<file path="config.mk">
export PLATFORM = sky130hd
export DESIGN_NAME = sleep_clock_gating
export DESIGN_NICKNAME = d
export VERILOG_FILES = /design/src/rtl/sleep_gate_pkg.sv /design/src/rtl/sleep_clock_gating.sv
export VERILOG_INCLUDE_DIRS = /design/src /design/src/rtl
export SDC_FILE = /design/constraint.sdc
export NUM_CORES = 1
export LEC_CHECK = 0
export ABC_AREA = 1
export BUFFER_PORTS_ARGS = -buffer_cell sky130_fd_sc_hd__buf_2
export CORE_MARGIN = 2
export CORE_UTILIZATION = 49
export CTS_CLUSTER_DIAMETER = 60
export CTS_CLUSTER_SIZE = 20
export DETAILED_ROUTE_END_ITERATION = 7
export PLACE_DENSITY = 0.89
export RECOVER_POWER = 25
export SYNTH_ARGS = -nofsm -noshare
export SYNTH_HDL_FRONTEND = slang
export SYNTH_SLANG_ARGS = --single-unit
export TNS_END_PERCENT = 10
</file>
<file path="constraint.sdc">
create_clock -name mclk -period 1.8 [get_ports mclk]
set_input_delay 0.27 -clock mclk [delete_from_list [all_inputs] [get_ports mclk]]
set_output_delay 0.27 -clock mclk [all_outputs]
set_load 0.02 [all_outputs]
</file>
<file path="src/rtl/sleep_gate_map.svh">
`ifndef SLEEP_GATE_MAP_SVH
`define SLEEP_GATE_MAP_SVH
// ----------------------------------------
// register offsets (byte addresses)
// ----------------------------------------
`define RUN_GATE_OFS     12'h100
`define SLEEP_GATE_OFS   12'h110
`define DEEP_GATE_OFS    12'h120
`define RUN_CFG_OFS      12'h060
`define MODE_CTRL_OFS    12'h070
`define INT_STATUS_OFS   12'h074
`define INT_MASK_OFS     12'h078
// ----------------------------------------
// field positions and masks
// ----------------------------------------
`define PWM_BIT          20
`define ADC_BIT          16
`define RATE_LSB         8
`define RATE_MSB         9
`define HIB_BIT          6
`define WDT_BIT          3
`define GATE_WR_MASK     32'h00110348
`define ACG_BIT          27
`define CFG_WR_MASK      32'h08000000
`define MODE_WR_MASK     32'h00000003
`define INT_WR_MASK      32'h00000003
// ----------------------------------------
// reset values and encodings
// ----------------------------------------
`define GATE_RESET       32'h00000040
`define CFG_RESET        32'h00000000
`define RATE_500K        2'h2
`define RATE_250K        2'h1
`define RATE_125K        2'h0
`define UNIT_PWM         2'h0
`define UNIT_ADC         2'h1
`define UNIT_WDT         2'h2
`define UNIT_HIB         2'h3
`define EVT_FAULT_BIT    0
`define EVT_MODE_BIT     1
`endif

</file>
<file path="src/rtl/sleep_gate_pkg.sv">
package sleep_gate_pkg;
  typedef enum logic [1:0] {MODE_RUN, MODE_SLEEP, MODE_DEEP} power_mode_t;
endpackage : sleep_gate_pkg

</file>
<file path="src/rtl/sleep_clock_gating.sv">
// The APB register port is this design's own decision.
`timescale 1ns/100ps
`include "sleep_gate_map.svh"
module sleep_clock_gating
(
  input  wire logic        mclk,
  input  wire logic        resetn,
  input  wire logic        psel,
  input  wire logic        penable,
  input  wire logic        pwrite,
  input  wire logic [11:0] paddr,
  input  wire logic [31:0] pwdata,
  output logic      [31:0] prdata,
  output logic             pready,
  output logic             pslverr,
  input  wire logic        unit_access,
  input  wire logic [1:0]  unit_sel,
  output logic             unit_fault,
  output logic             pwm_clk_en,
  output logic             adc_clk_en,
  output logic             wdt_clk_en,
  output logic             hib_clk_en,
  output logic [1:0]       converter_sample_rate,
  output logic             irq
);
  // ----------------------------------------
  // registers
  // ----------------------------------------
  logic [31:0]                run_clock_gate_reg_ff;
  logic [31:0]                sleep_clock_gate_reg_ff;
  logic [31:0]                deep_sleep_clock_gate_reg_ff;
  logic [31:0]                run_clock_config_reg_ff;
  sleep_gate_pkg::power_mode_t mode_ff;
  logic [1:0]                 status_ff;
  logic [1:0]                 mask_ff;
  logic [31:0]                act_gate;
  logic [31:0]                nxt_rdata;
  logic                       nxt_err;
  logic                       wr_hit;
  logic                       rd_hit;
  logic                       mode_wr;
  logic                       fault_evt;
  logic                       gate_on;

  // read data launched in first access cycle; writes commit when pready is sampled
  assign wr_hit = psel && penable && pready && pwrite;
  assign rd_hit = psel && penable && !pready && !pwrite;
  assign mode_wr = wr_hit && (paddr == `MODE_CTRL_OFS);

  // ----------------------------------------
  // gating selection
  // ----------------------------------------
  always_comb
  begin
    act_gate = run_clock_gate_reg_ff;
    if (run_clock_config_reg_ff[`ACG_BIT])
    begin
      case (mode_ff)
        sleep_gate_pkg::MODE_SLEEP: act_gate = sleep_clock_gate_reg_ff;
        sleep_gate_pkg::MODE_DEEP:  act_gate = deep_sleep_clock_gate_reg_ff;
        default:                    act_gate = run_clock_gate_reg_ff;
      endcase
    end
  end

  function automatic logic unit_on(input logic [31:0] g, input logic [1:0] u);
    case (u)
      `UNIT_PWM: unit_on = g[`PWM_BIT];
      `UNIT_ADC: unit_on = g[`ADC_BIT];
      `UNIT_WDT: unit_on = g[`WDT_BIT];
      default:   unit_on = g[`HIB_BIT];
    endcase
  endfunction : unit_on

  assign gate_on = unit_on(act_gate, unit_sel);
  assign fault_evt = unit_access && !gate_on;

  always_ff @(posedge mclk or negedge resetn)
  begin
    if (!resetn)
    begin
      pwm_clk_en            <= 1'b0;
      adc_clk_en            <= 1'b0;
      wdt_clk_en            <= 1'b0;
      hib_clk_en            <= 1'b1;
      converter_sample_rate <= `RATE_125K;
      unit_fault            <= 1'b0;
    end
    else
    begin
      pwm_clk_en            <= act_gate[`PWM_BIT];
      adc_clk_en            <= act_gate[`ADC_BIT];
      wdt_clk_en            <= act_gate[`WDT_BIT];
      hib_clk_en            <= act_gate[`HIB_BIT];
      converter_sample_rate <= act_gate[`RATE_MSB:`RATE_LSB];
      unit_fault            <= fault_evt;
    end
  end

  // ----------------------------------------
  // register writes
  // ----------------------------------------
  always_ff @(posedge mclk or negedge resetn)
  begin
    if (!resetn)
    begin
      run_clock_gate_reg_ff        <= `GATE_RESET;
      sleep_clock_gate_reg_ff      <= `GATE_RESET;
      deep_sleep_clock_gate_reg_ff <= `GATE_RESET;
      run_clock_config_reg_ff      <= `CFG_RESET;
      mask_ff                      <= 2'h0;
    end
    else if (wr_hit)
    begin
      // only writable bits stored, reserved stay zero
      case (paddr)
        `RUN_GATE_OFS:   run_clock_gate_reg_ff <= pwdata & `GATE_WR_MASK;
        `SLEEP_GATE_OFS: sleep_clock_gate_reg_ff <= pwdata & `GATE_WR_MASK;
        `DEEP_GATE_OFS:  deep_sleep_clock_gate_reg_ff <= pwdata & `GATE_WR_MASK;
        `RUN_CFG_OFS:    run_clock_config_reg_ff <= pwdata & `CFG_WR_MASK;
        `INT_MASK_OFS:   mask_ff <= pwdata[1:0];
        default:         mask_ff <= mask_ff;
      endcase
    end
  end

  always_ff @(posedge mclk or negedge resetn)
  begin
    if (!resetn)
      mode_ff <= sleep_gate_pkg::MODE_RUN;
    else if (mode_wr)
    begin
      case (pwdata[1:0])
        2'h1:    mode_ff <= sleep_gate_pkg::MODE_SLEEP;
        2'h2:    mode_ff <= sleep_gate_pkg::MODE_DEEP;
        default: mode_ff <= sleep_gate_pkg::MODE_RUN;
      endcase
    end
  end

  // ----------------------------------------
  // interrupt status: set wins over read-clear
  // ----------------------------------------
  always_ff @(posedge mclk or negedge resetn)
  begin
    if (!resetn)
      status_ff <= 2'h0;
    else
    begin
      status_ff[`EVT_FAULT_BIT] <= fault_evt
        || (status_ff[`EVT_FAULT_BIT] && !(rd_hit && paddr == `INT_STATUS_OFS));
      status_ff[`EVT_MODE_BIT] <= mode_wr
        || (status_ff[`EVT_MODE_BIT] && !(rd_hit && paddr == `INT_STATUS_OFS));
    end
  end

  always_ff @(posedge mclk or negedge resetn)
  begin
    if (!resetn)
      irq <= 1'b0;
    else
      irq <= |(status_ff & mask_ff);
  end

  // ----------------------------------------
  // apb read and answer
  // ----------------------------------------
  always_comb
  begin
    nxt_err = 1'b0;
    case (paddr)
      `RUN_GATE_OFS:   nxt_rdata = run_clock_gate_reg_ff;
      `SLEEP_GATE_OFS: nxt_rdata = sleep_clock_gate_reg_ff;
      `DEEP_GATE_OFS:  nxt_rdata = deep_sleep_clock_gate_reg_ff;
      `RUN_CFG_OFS:    nxt_rdata = run_clock_config_reg_ff;
      `MODE_CTRL_OFS:  nxt_rdata = {30'h0, mode_ff};
      `INT_STATUS_OFS: nxt_rdata = {30'h0, status_ff};
      `INT_MASK_OFS:   nxt_rdata = {30'h0, mask_ff};
      default:
      begin
        nxt_rdata = 32'h0;
        nxt_err   = 1'b1;
      end
    endcase
  end

  always_ff @(posedge mclk or negedge resetn)
  begin
    if (!resetn)
    begin
      pready  <= 1'b0;
      pslverr <= 1'b0;
      prdata  <= 32'h0;
    end
    else
    begin
      pready  <= psel && penable && !pready;
      pslverr <= psel && penable && !pready && nxt_err;
      prdata  <= rd_hit ? nxt_rdata : 32'h0;
    end
  end

  // ----------------------------------------
  // checks
  // ----------------------------------------
  a_pwm_gate_sleep: assert property (@(posedge mclk) disable iff (!resetn)
    (run_clock_config_reg_ff[`ACG_BIT] && mode_ff == sleep_gate_pkg::MODE_SLEEP)
    |=> pwm_clk_en == $past(sleep_clock_gate_reg_ff[`PWM_BIT]))
    else $error("pwm clock enable does not follow sleep bit");
  a_adc_gate_sleep: assert property (@(posedge mclk) disable iff (!resetn)
    (run_clock_config_reg_ff[`ACG_BIT] && mode_ff == sleep_gate_pkg::MODE_SLEEP)
    |=> adc_clk_en == $past(sleep_clock_gate_reg_ff[`ADC_BIT]))
    else $error("converter clock enable does not follow sleep bit");
  a_wdt_gate_sleep: assert property (@(posedge mclk) disable iff (!resetn)
    (run_clock_config_reg_ff[`ACG_BIT] && mode_ff == sleep_gate_pkg::MODE_SLEEP)
    |=> wdt_clk_en == $past(sleep_clock_gate_reg_ff[`WDT_BIT]))
    else $error("watchdog clock enable does not follow sleep bit");
  a_hib_gate_sleep: assert property (@(posedge mclk) disable iff (!resetn)
    (run_clock_config_reg_ff[`ACG_BIT] && mode_ff == sleep_gate_pkg::MODE_SLEEP)
    |=> hib_clk_en == $past(sleep_clock_gate_reg_ff[`HIB_BIT]))
    else $error("hibernation clock enable does not follow sleep bit");
  a_fault_on_gated: assert property (@(posedge mclk) disable iff (!resetn)
    (unit_access && !unit_on(act_gate, unit_sel)) |=> unit_fault ##1 status_ff[0])
    else $error("gated unit access did not fault");
  a_rate_follows: assert property (@(posedge mclk) disable iff (!resetn)
    ##1 converter_sample_rate == $past(act_gate[`RATE_MSB:`RATE_LSB]))
    else $error("sample rate does not follow active register");
  a_reserved_zero: assert property (@(posedge mclk) disable iff (!resetn)
    (sleep_clock_gate_reg_ff & ~`GATE_WR_MASK) == 32'h0)
    else $error("reserved sleep bits not zero");
  a_run_when_noacg: assert property (@(posedge mclk) disable iff (!resetn)
    !run_clock_config_reg_ff[`ACG_BIT] |=> wdt_clk_en == $past(run_clock_gate_reg_ff[`WDT_BIT]))
    else $error("run register not applied with auto gating off");
  a_deep_select: assert property (@(posedge mclk) disable iff (!resetn)
    (run_clock_config_reg_ff[`ACG_BIT] && mode_ff == sleep_gate_pkg::MODE_DEEP)
    |=> pwm_clk_en == $past(deep_sleep_clock_gate_reg_ff[`PWM_BIT]))
    else $error("deep register not applied in deep sleep");

  // ----------------------------------------
  // further checks
  // ----------------------------------------
  a_wdt_gate_deep: assert property (@(posedge mclk) disable iff (!resetn)
    (run_clock_config_reg_ff[`ACG_BIT] && mode_ff == sleep_gate_pkg::MODE_DEEP)
    |=> wdt_clk_en == $past(deep_sleep_clock_gate_reg_ff[`WDT_BIT]))
    else $error("watchdog enable does not follow deep register");
  a_hib_gate_deep: assert property (@(posedge mclk) disable iff (!resetn)
    (run_clock_config_reg_ff[`ACG_BIT] && mode_ff == sleep_gate_pkg::MODE_DEEP)
    |=> hib_clk_en == $past(deep_sleep_clock_gate_reg_ff[`HIB_BIT]))
    else $error("hibernation enable does not follow deep register");
  a_adc_gate_noacg: assert property (@(posedge mclk) disable iff (!resetn)
    !run_clock_config_reg_ff[`ACG_BIT]
    |=> adc_clk_en == $past(run_clock_gate_reg_ff[`ADC_BIT]))
    else $error("converter enable not from run register");
  a_pwm_gate_noacg: assert property (@(posedge mclk) disable iff (!resetn)
    !run_clock_config_reg_ff[`ACG_BIT]
    |=> pwm_clk_en == $past(run_clock_gate_reg_ff[`PWM_BIT]))
    else $error("pwm enable not from run register");
  a_rate_in_sleep: assert property (@(posedge mclk) disable iff (!resetn)
    (run_clock_config_reg_ff[`ACG_BIT] && mode_ff == sleep_gate_pkg::MODE_SLEEP)
    |=> converter_sample_rate == $past(sleep_clock_gate_reg_ff[`RATE_MSB:`RATE_LSB]))
    else $error("sample rate does not follow sleep register");
  a_no_fault_clocked: assert property (@(posedge mclk) disable iff (!resetn)
    (unit_access && unit_on(act_gate, unit_sel))
    |=> !unit_fault)
    else $error("clocked unit access faulted");
  a_pready_pulse: assert property (@(posedge mclk) disable iff (!resetn)
    pready
    |=> !pready)
    else $error("pready held longer than one cycle");
  a_err_with_ready: assert property (@(posedge mclk) disable iff (!resetn)
    pslverr
    |-> pready)
    else $error("pslverr without pready");
  a_rdata_idle: assert property (@(posedge mclk) disable iff (!resetn)
    !pready
    |-> prdata == 32'h0)
    else $error("read data not zero outside answer");
  a_irq_follows: assert property (@(posedge mclk) disable iff (!resetn)
    ##1
    irq == $past(|(status_ff & mask_ff)))
    else $error("interrupt does not follow masked status");
  a_mode_sets_status: assert property (@(posedge mclk) disable iff (!resetn)
    mode_wr
    |=> status_ff[`EVT_MODE_BIT])
    else $error("mode write did not set status");
  a_reserved_run: assert property (@(posedge mclk) disable iff (!resetn)
    (run_clock_gate_reg_ff & ~`GATE_WR_MASK)
    == 32'h0)
    else $error("reserved run bits not zero");
  a_reserved_deep: assert property (@(posedge mclk) disable iff (!resetn)
    (deep_sleep_clock_gate_reg_ff & ~`GATE_WR_MASK)
    == 32'h0)
    else $error("reserved deep bits not zero");
endmodule : sleep_clock_gating

</file>
==> results.cfg <==
[clock_network]
cts_num_sinks = 44
cts_setup_buffers = 0
numCtsBuffers = 5
cts.clk_slew.worst_paths_ns = 0.09
htreeDepth = 2
clkLatencyLatePin_ns = 0.30
cts_tree = done
root_buffer = clkbuf_8
clk_path_buf_depth = 2

[routing]
post_drt_wl_per_cell_um = 11.3
dr.pass1.iters = 4
drt_iter0_markers = 166
vias = 2008
drc_errors = 0
via_per_inst = 4.85
antenna_left = 0
drt_wl_total_um = 4660

[worst_setup_path]
r2r_slack_ns = 0.22
end_kind = flip-flop
cp_slowest_cell = dfrtp_1
crit_start = mode_ff[0]$_DFFE_PN0P_
critical_path.max_fanout = 7
regToRegStartpoint = mode_ff[0]$_DFFE_PN0P_
cp_common_cell = nand2_1
cp.buffers_inverters = 2
crit_path_cell_trace = inv_1 -> ha_1 -> inv_1 -> nand2_1 -> nand2_1 -> nand3_1 -> nand3b_1 -> nand2_1 -> nand2_1 -> nand2_1
worstReg2RegEnd = status_ff[0]$_DFF_PN0_
r2r_cells = 10
crit_family = simple AND/OR/NAND/NOR gates
crit_end = status_ff[0]$_DFF_PN0_
required_ns = 1.99
startpoint_type = flip-flop
critical_path_class = reg2reg
worst_ep_arrival_time_ns = 1.77
critPathMaxStageDelay_ns = 0.41
cp.depth = 10

[global_route]
grt_pass1_wl_um = 7900
grt_pass1_vias = 1791
antenna_found_initial = 0
track_usage = 0.185
grt-ovfl-total = 0
grt_start_max_net_pins = 24

[timing]
rsz0062_at_grt = no
worst_pin_slew_ns = 1.15
finClkSkew_ns = 0.00744
slew_violations = 0
setup_viol = 0
worst_slack_ns = 0.221
max_slew_margin = 0.236
period_share = 0.877
hold_violations = 0
tns_ns = 0
post-route-min-period_ns = 1.58
fmax_mhz = 633

[floorplanning]
rows = 25
dieWidth_um = 73.8
start_util = 0.506
die_h_um = 73.8
io_pins = 94
coreArea_um2 = 4720
dieArea_um2 = 5450

[power_and_ir_drop]
peakVddDrop_v = 0.000364
p_leak_nw = 1.43
power-per-cell-area_nw_per_um2 = 710
total_power_mw = 1.94

[cells_and_area]
final_cell_area_um2 = 2730
fin_nets = 400
final_common_cell = nand2_1
num_antenna_cells = 0
drive_above_1_share = 0.233
fillers = 420
final_cell_mix = 64 x nand2_1, 46 x buf_2, 40 x nor2_1, 40 x dfrtp_1, 33 x inv_1
syn_to_final_growth_pct = 14.1

[placement]
dpl.hpwl_um = 3570
gp_congestion = 0.889
dpl-instance-area_um2 = 2600
port-buffer-count = 47
pre_cts_slack_ns = 0.162

[synth]
synth-main-ff-cell = dfrtp_1
synthArstFlopShare = 1.00
ys_seq_area_frac = 0.463
netlist_area_um2 = 2390
synth-seq-cells = 44
yosys-top-cells-area = dfrtp_1 42%, nand2_1 10%, buf_4 7.9%
synth_edf_count = 0
synth_largest_area_cell = dfrtp_1
synth_warnings = 0
syn_inst = 295
synth_cell_types = 28
synth_top_area_share = 0.419
synth_area_per_cell_um2 = 8.10

[job]
cap_violations = 0

[outcome]
outcome = finished, final reports clean

[worst_hold_path]
hp-class = in2reg
[flip-flops by register name, summed over array words and instances (netlist names)]
register                      flops
adc_clk_en                        1
converter_sample_rate             2
deep_sleep_clock_gate_reg_ff      6
hib_clk_en                        1
irq                               1
mask_ff                           2
mode_ff                           2
prdata                            9
pready                            1
pslverr                           1
pwm_clk_en                        1
run_clock_config_reg_ff           1
run_clock_gate_reg_ff             6
sleep_clock_gate_reg_ff           6
status_ff                         2
unit_fault                        1
wdt_clk_en                        1
[per-layer routing]
metal / track usage / vias to the layer above / share of wire
met1: 0.240 / 908 / 0.42
met3: 0.0316 / 13 / 0.065
met5: 0 / - / 0
li1: - / 999 / -
met4: 0.0747 / 0 / 0.024
met2: 0.307 / 88 / 0.49
[worst reg2reg max path, cell delays in order (launching register included)]
cell and delay (ns):
dfrtp_1 0.41, inv_1 0.06, ha_1 0.31, inv_1 0.06
nand2_1 0.15, nand2_1 0.12, nand3_1 0.08, nand3b_1 0.09
nand2_1 0.05, nand2_1 0.08, nand2_1 0.06
[Yosys cell counts, types with 2 or more instances]
| cell type | instances |
|---|---|
| nand4_1 | 9 |
| dfstp_2 | 4 |
| nand3b_1 | 2 |
| buf_4 | 25 |
| nand4_2 | 2 |
| dfrtp_1 | 40 |
| o21ai_1 | 13 |
| ha_1 | 2 |
| o21ai_0 | 5 |
| nand2_1 | 64 |
| buf_6 | 3 |
| a221oi_1 | 2 |
| o21ai_2 | 6 |
| nor2_2 | 3 |
| nor3_1 | 2 |
| nand3_1 | 23 |
| and2_1 | 4 |
| nor2_1 | 41 |
| nand2_2 | 4 |
| inv_1 | 33 |
[timing repair]
| action | in CTS | in global routing |
|---|---|---|
| endpoints found under the setup margin | 0 | 2 |
| gates resized for setup | 0 | 1 |
| hold buffers | 1 | 0 |
| hold endpoints to repair | 20 | 0 |
[final cells by class]
cell class              instances  area, µm²  share of cell area
multi-input cells             210       1010               0.372
flip-flops and latches         44       1110               0.406
clock buffers                   5       68.8              0.0252
clock inverters                 3       46.3              0.0170
inverters                      34        129              0.0473
repair buffers                 51        279               0.102
well taps                      67       83.8              0.0307
[cell families (layout without fill, tap and decap cells)]
family | after synthesis | count (layout) | synth area share
adders and majority gates | 2 | 2 | 0.0105
other | 1 | 23 | 0.00157
DFF | 44 | 44 | 0.463
AOI/OAI and AO/OA | 28 | 28 | 0.0728
buffers and inverters | 63 | 93 | 0.149
and+or+nand+nor | 157 | 157 | 0.304
[how the worst min path moves through the flow]
stage               start                                       to  depth (start not counted)
4_1_cts        pwdata[27]  run_clock_config_reg_ff[27]$_DFFE_PN0P_                          3
5_1_grt        pwdata[27]  run_clock_config_reg_ff[27]$_DFFE_PN0P_                          3
3_5_place_dp       resetn                     prdata[20]$_DFF_PN0_                          1
2_1_floorplan      resetn                     adc_clk_en$_DFF_PN0_                          0
6_report       pwdata[27]  run_clock_config_reg_ff[27]$_DFFE_PN0P_                          3
3_3_place_gp       resetn                     prdata[20]$_DFF_PN0_                          1
[where the power goes]
group	total [mW]	internal [mW]	switching, mW
clock	0.776	0.418	0.358
combinational	0.166	0.0434	0.122
sequential	0.994	0.992	0.00152
[metrics by stage]
stage	hold slack, ns	instances	utilization
floorplan	-0.0256	317	-
global placement	0.248	405	0.550
detailed placement	0.253	405	0.550
CTS	0.181	414	0.577
global route	0.221	414	0.577
finish	0.179	414	0.577
Note: power is estimated with default switching activity, not from simulation.
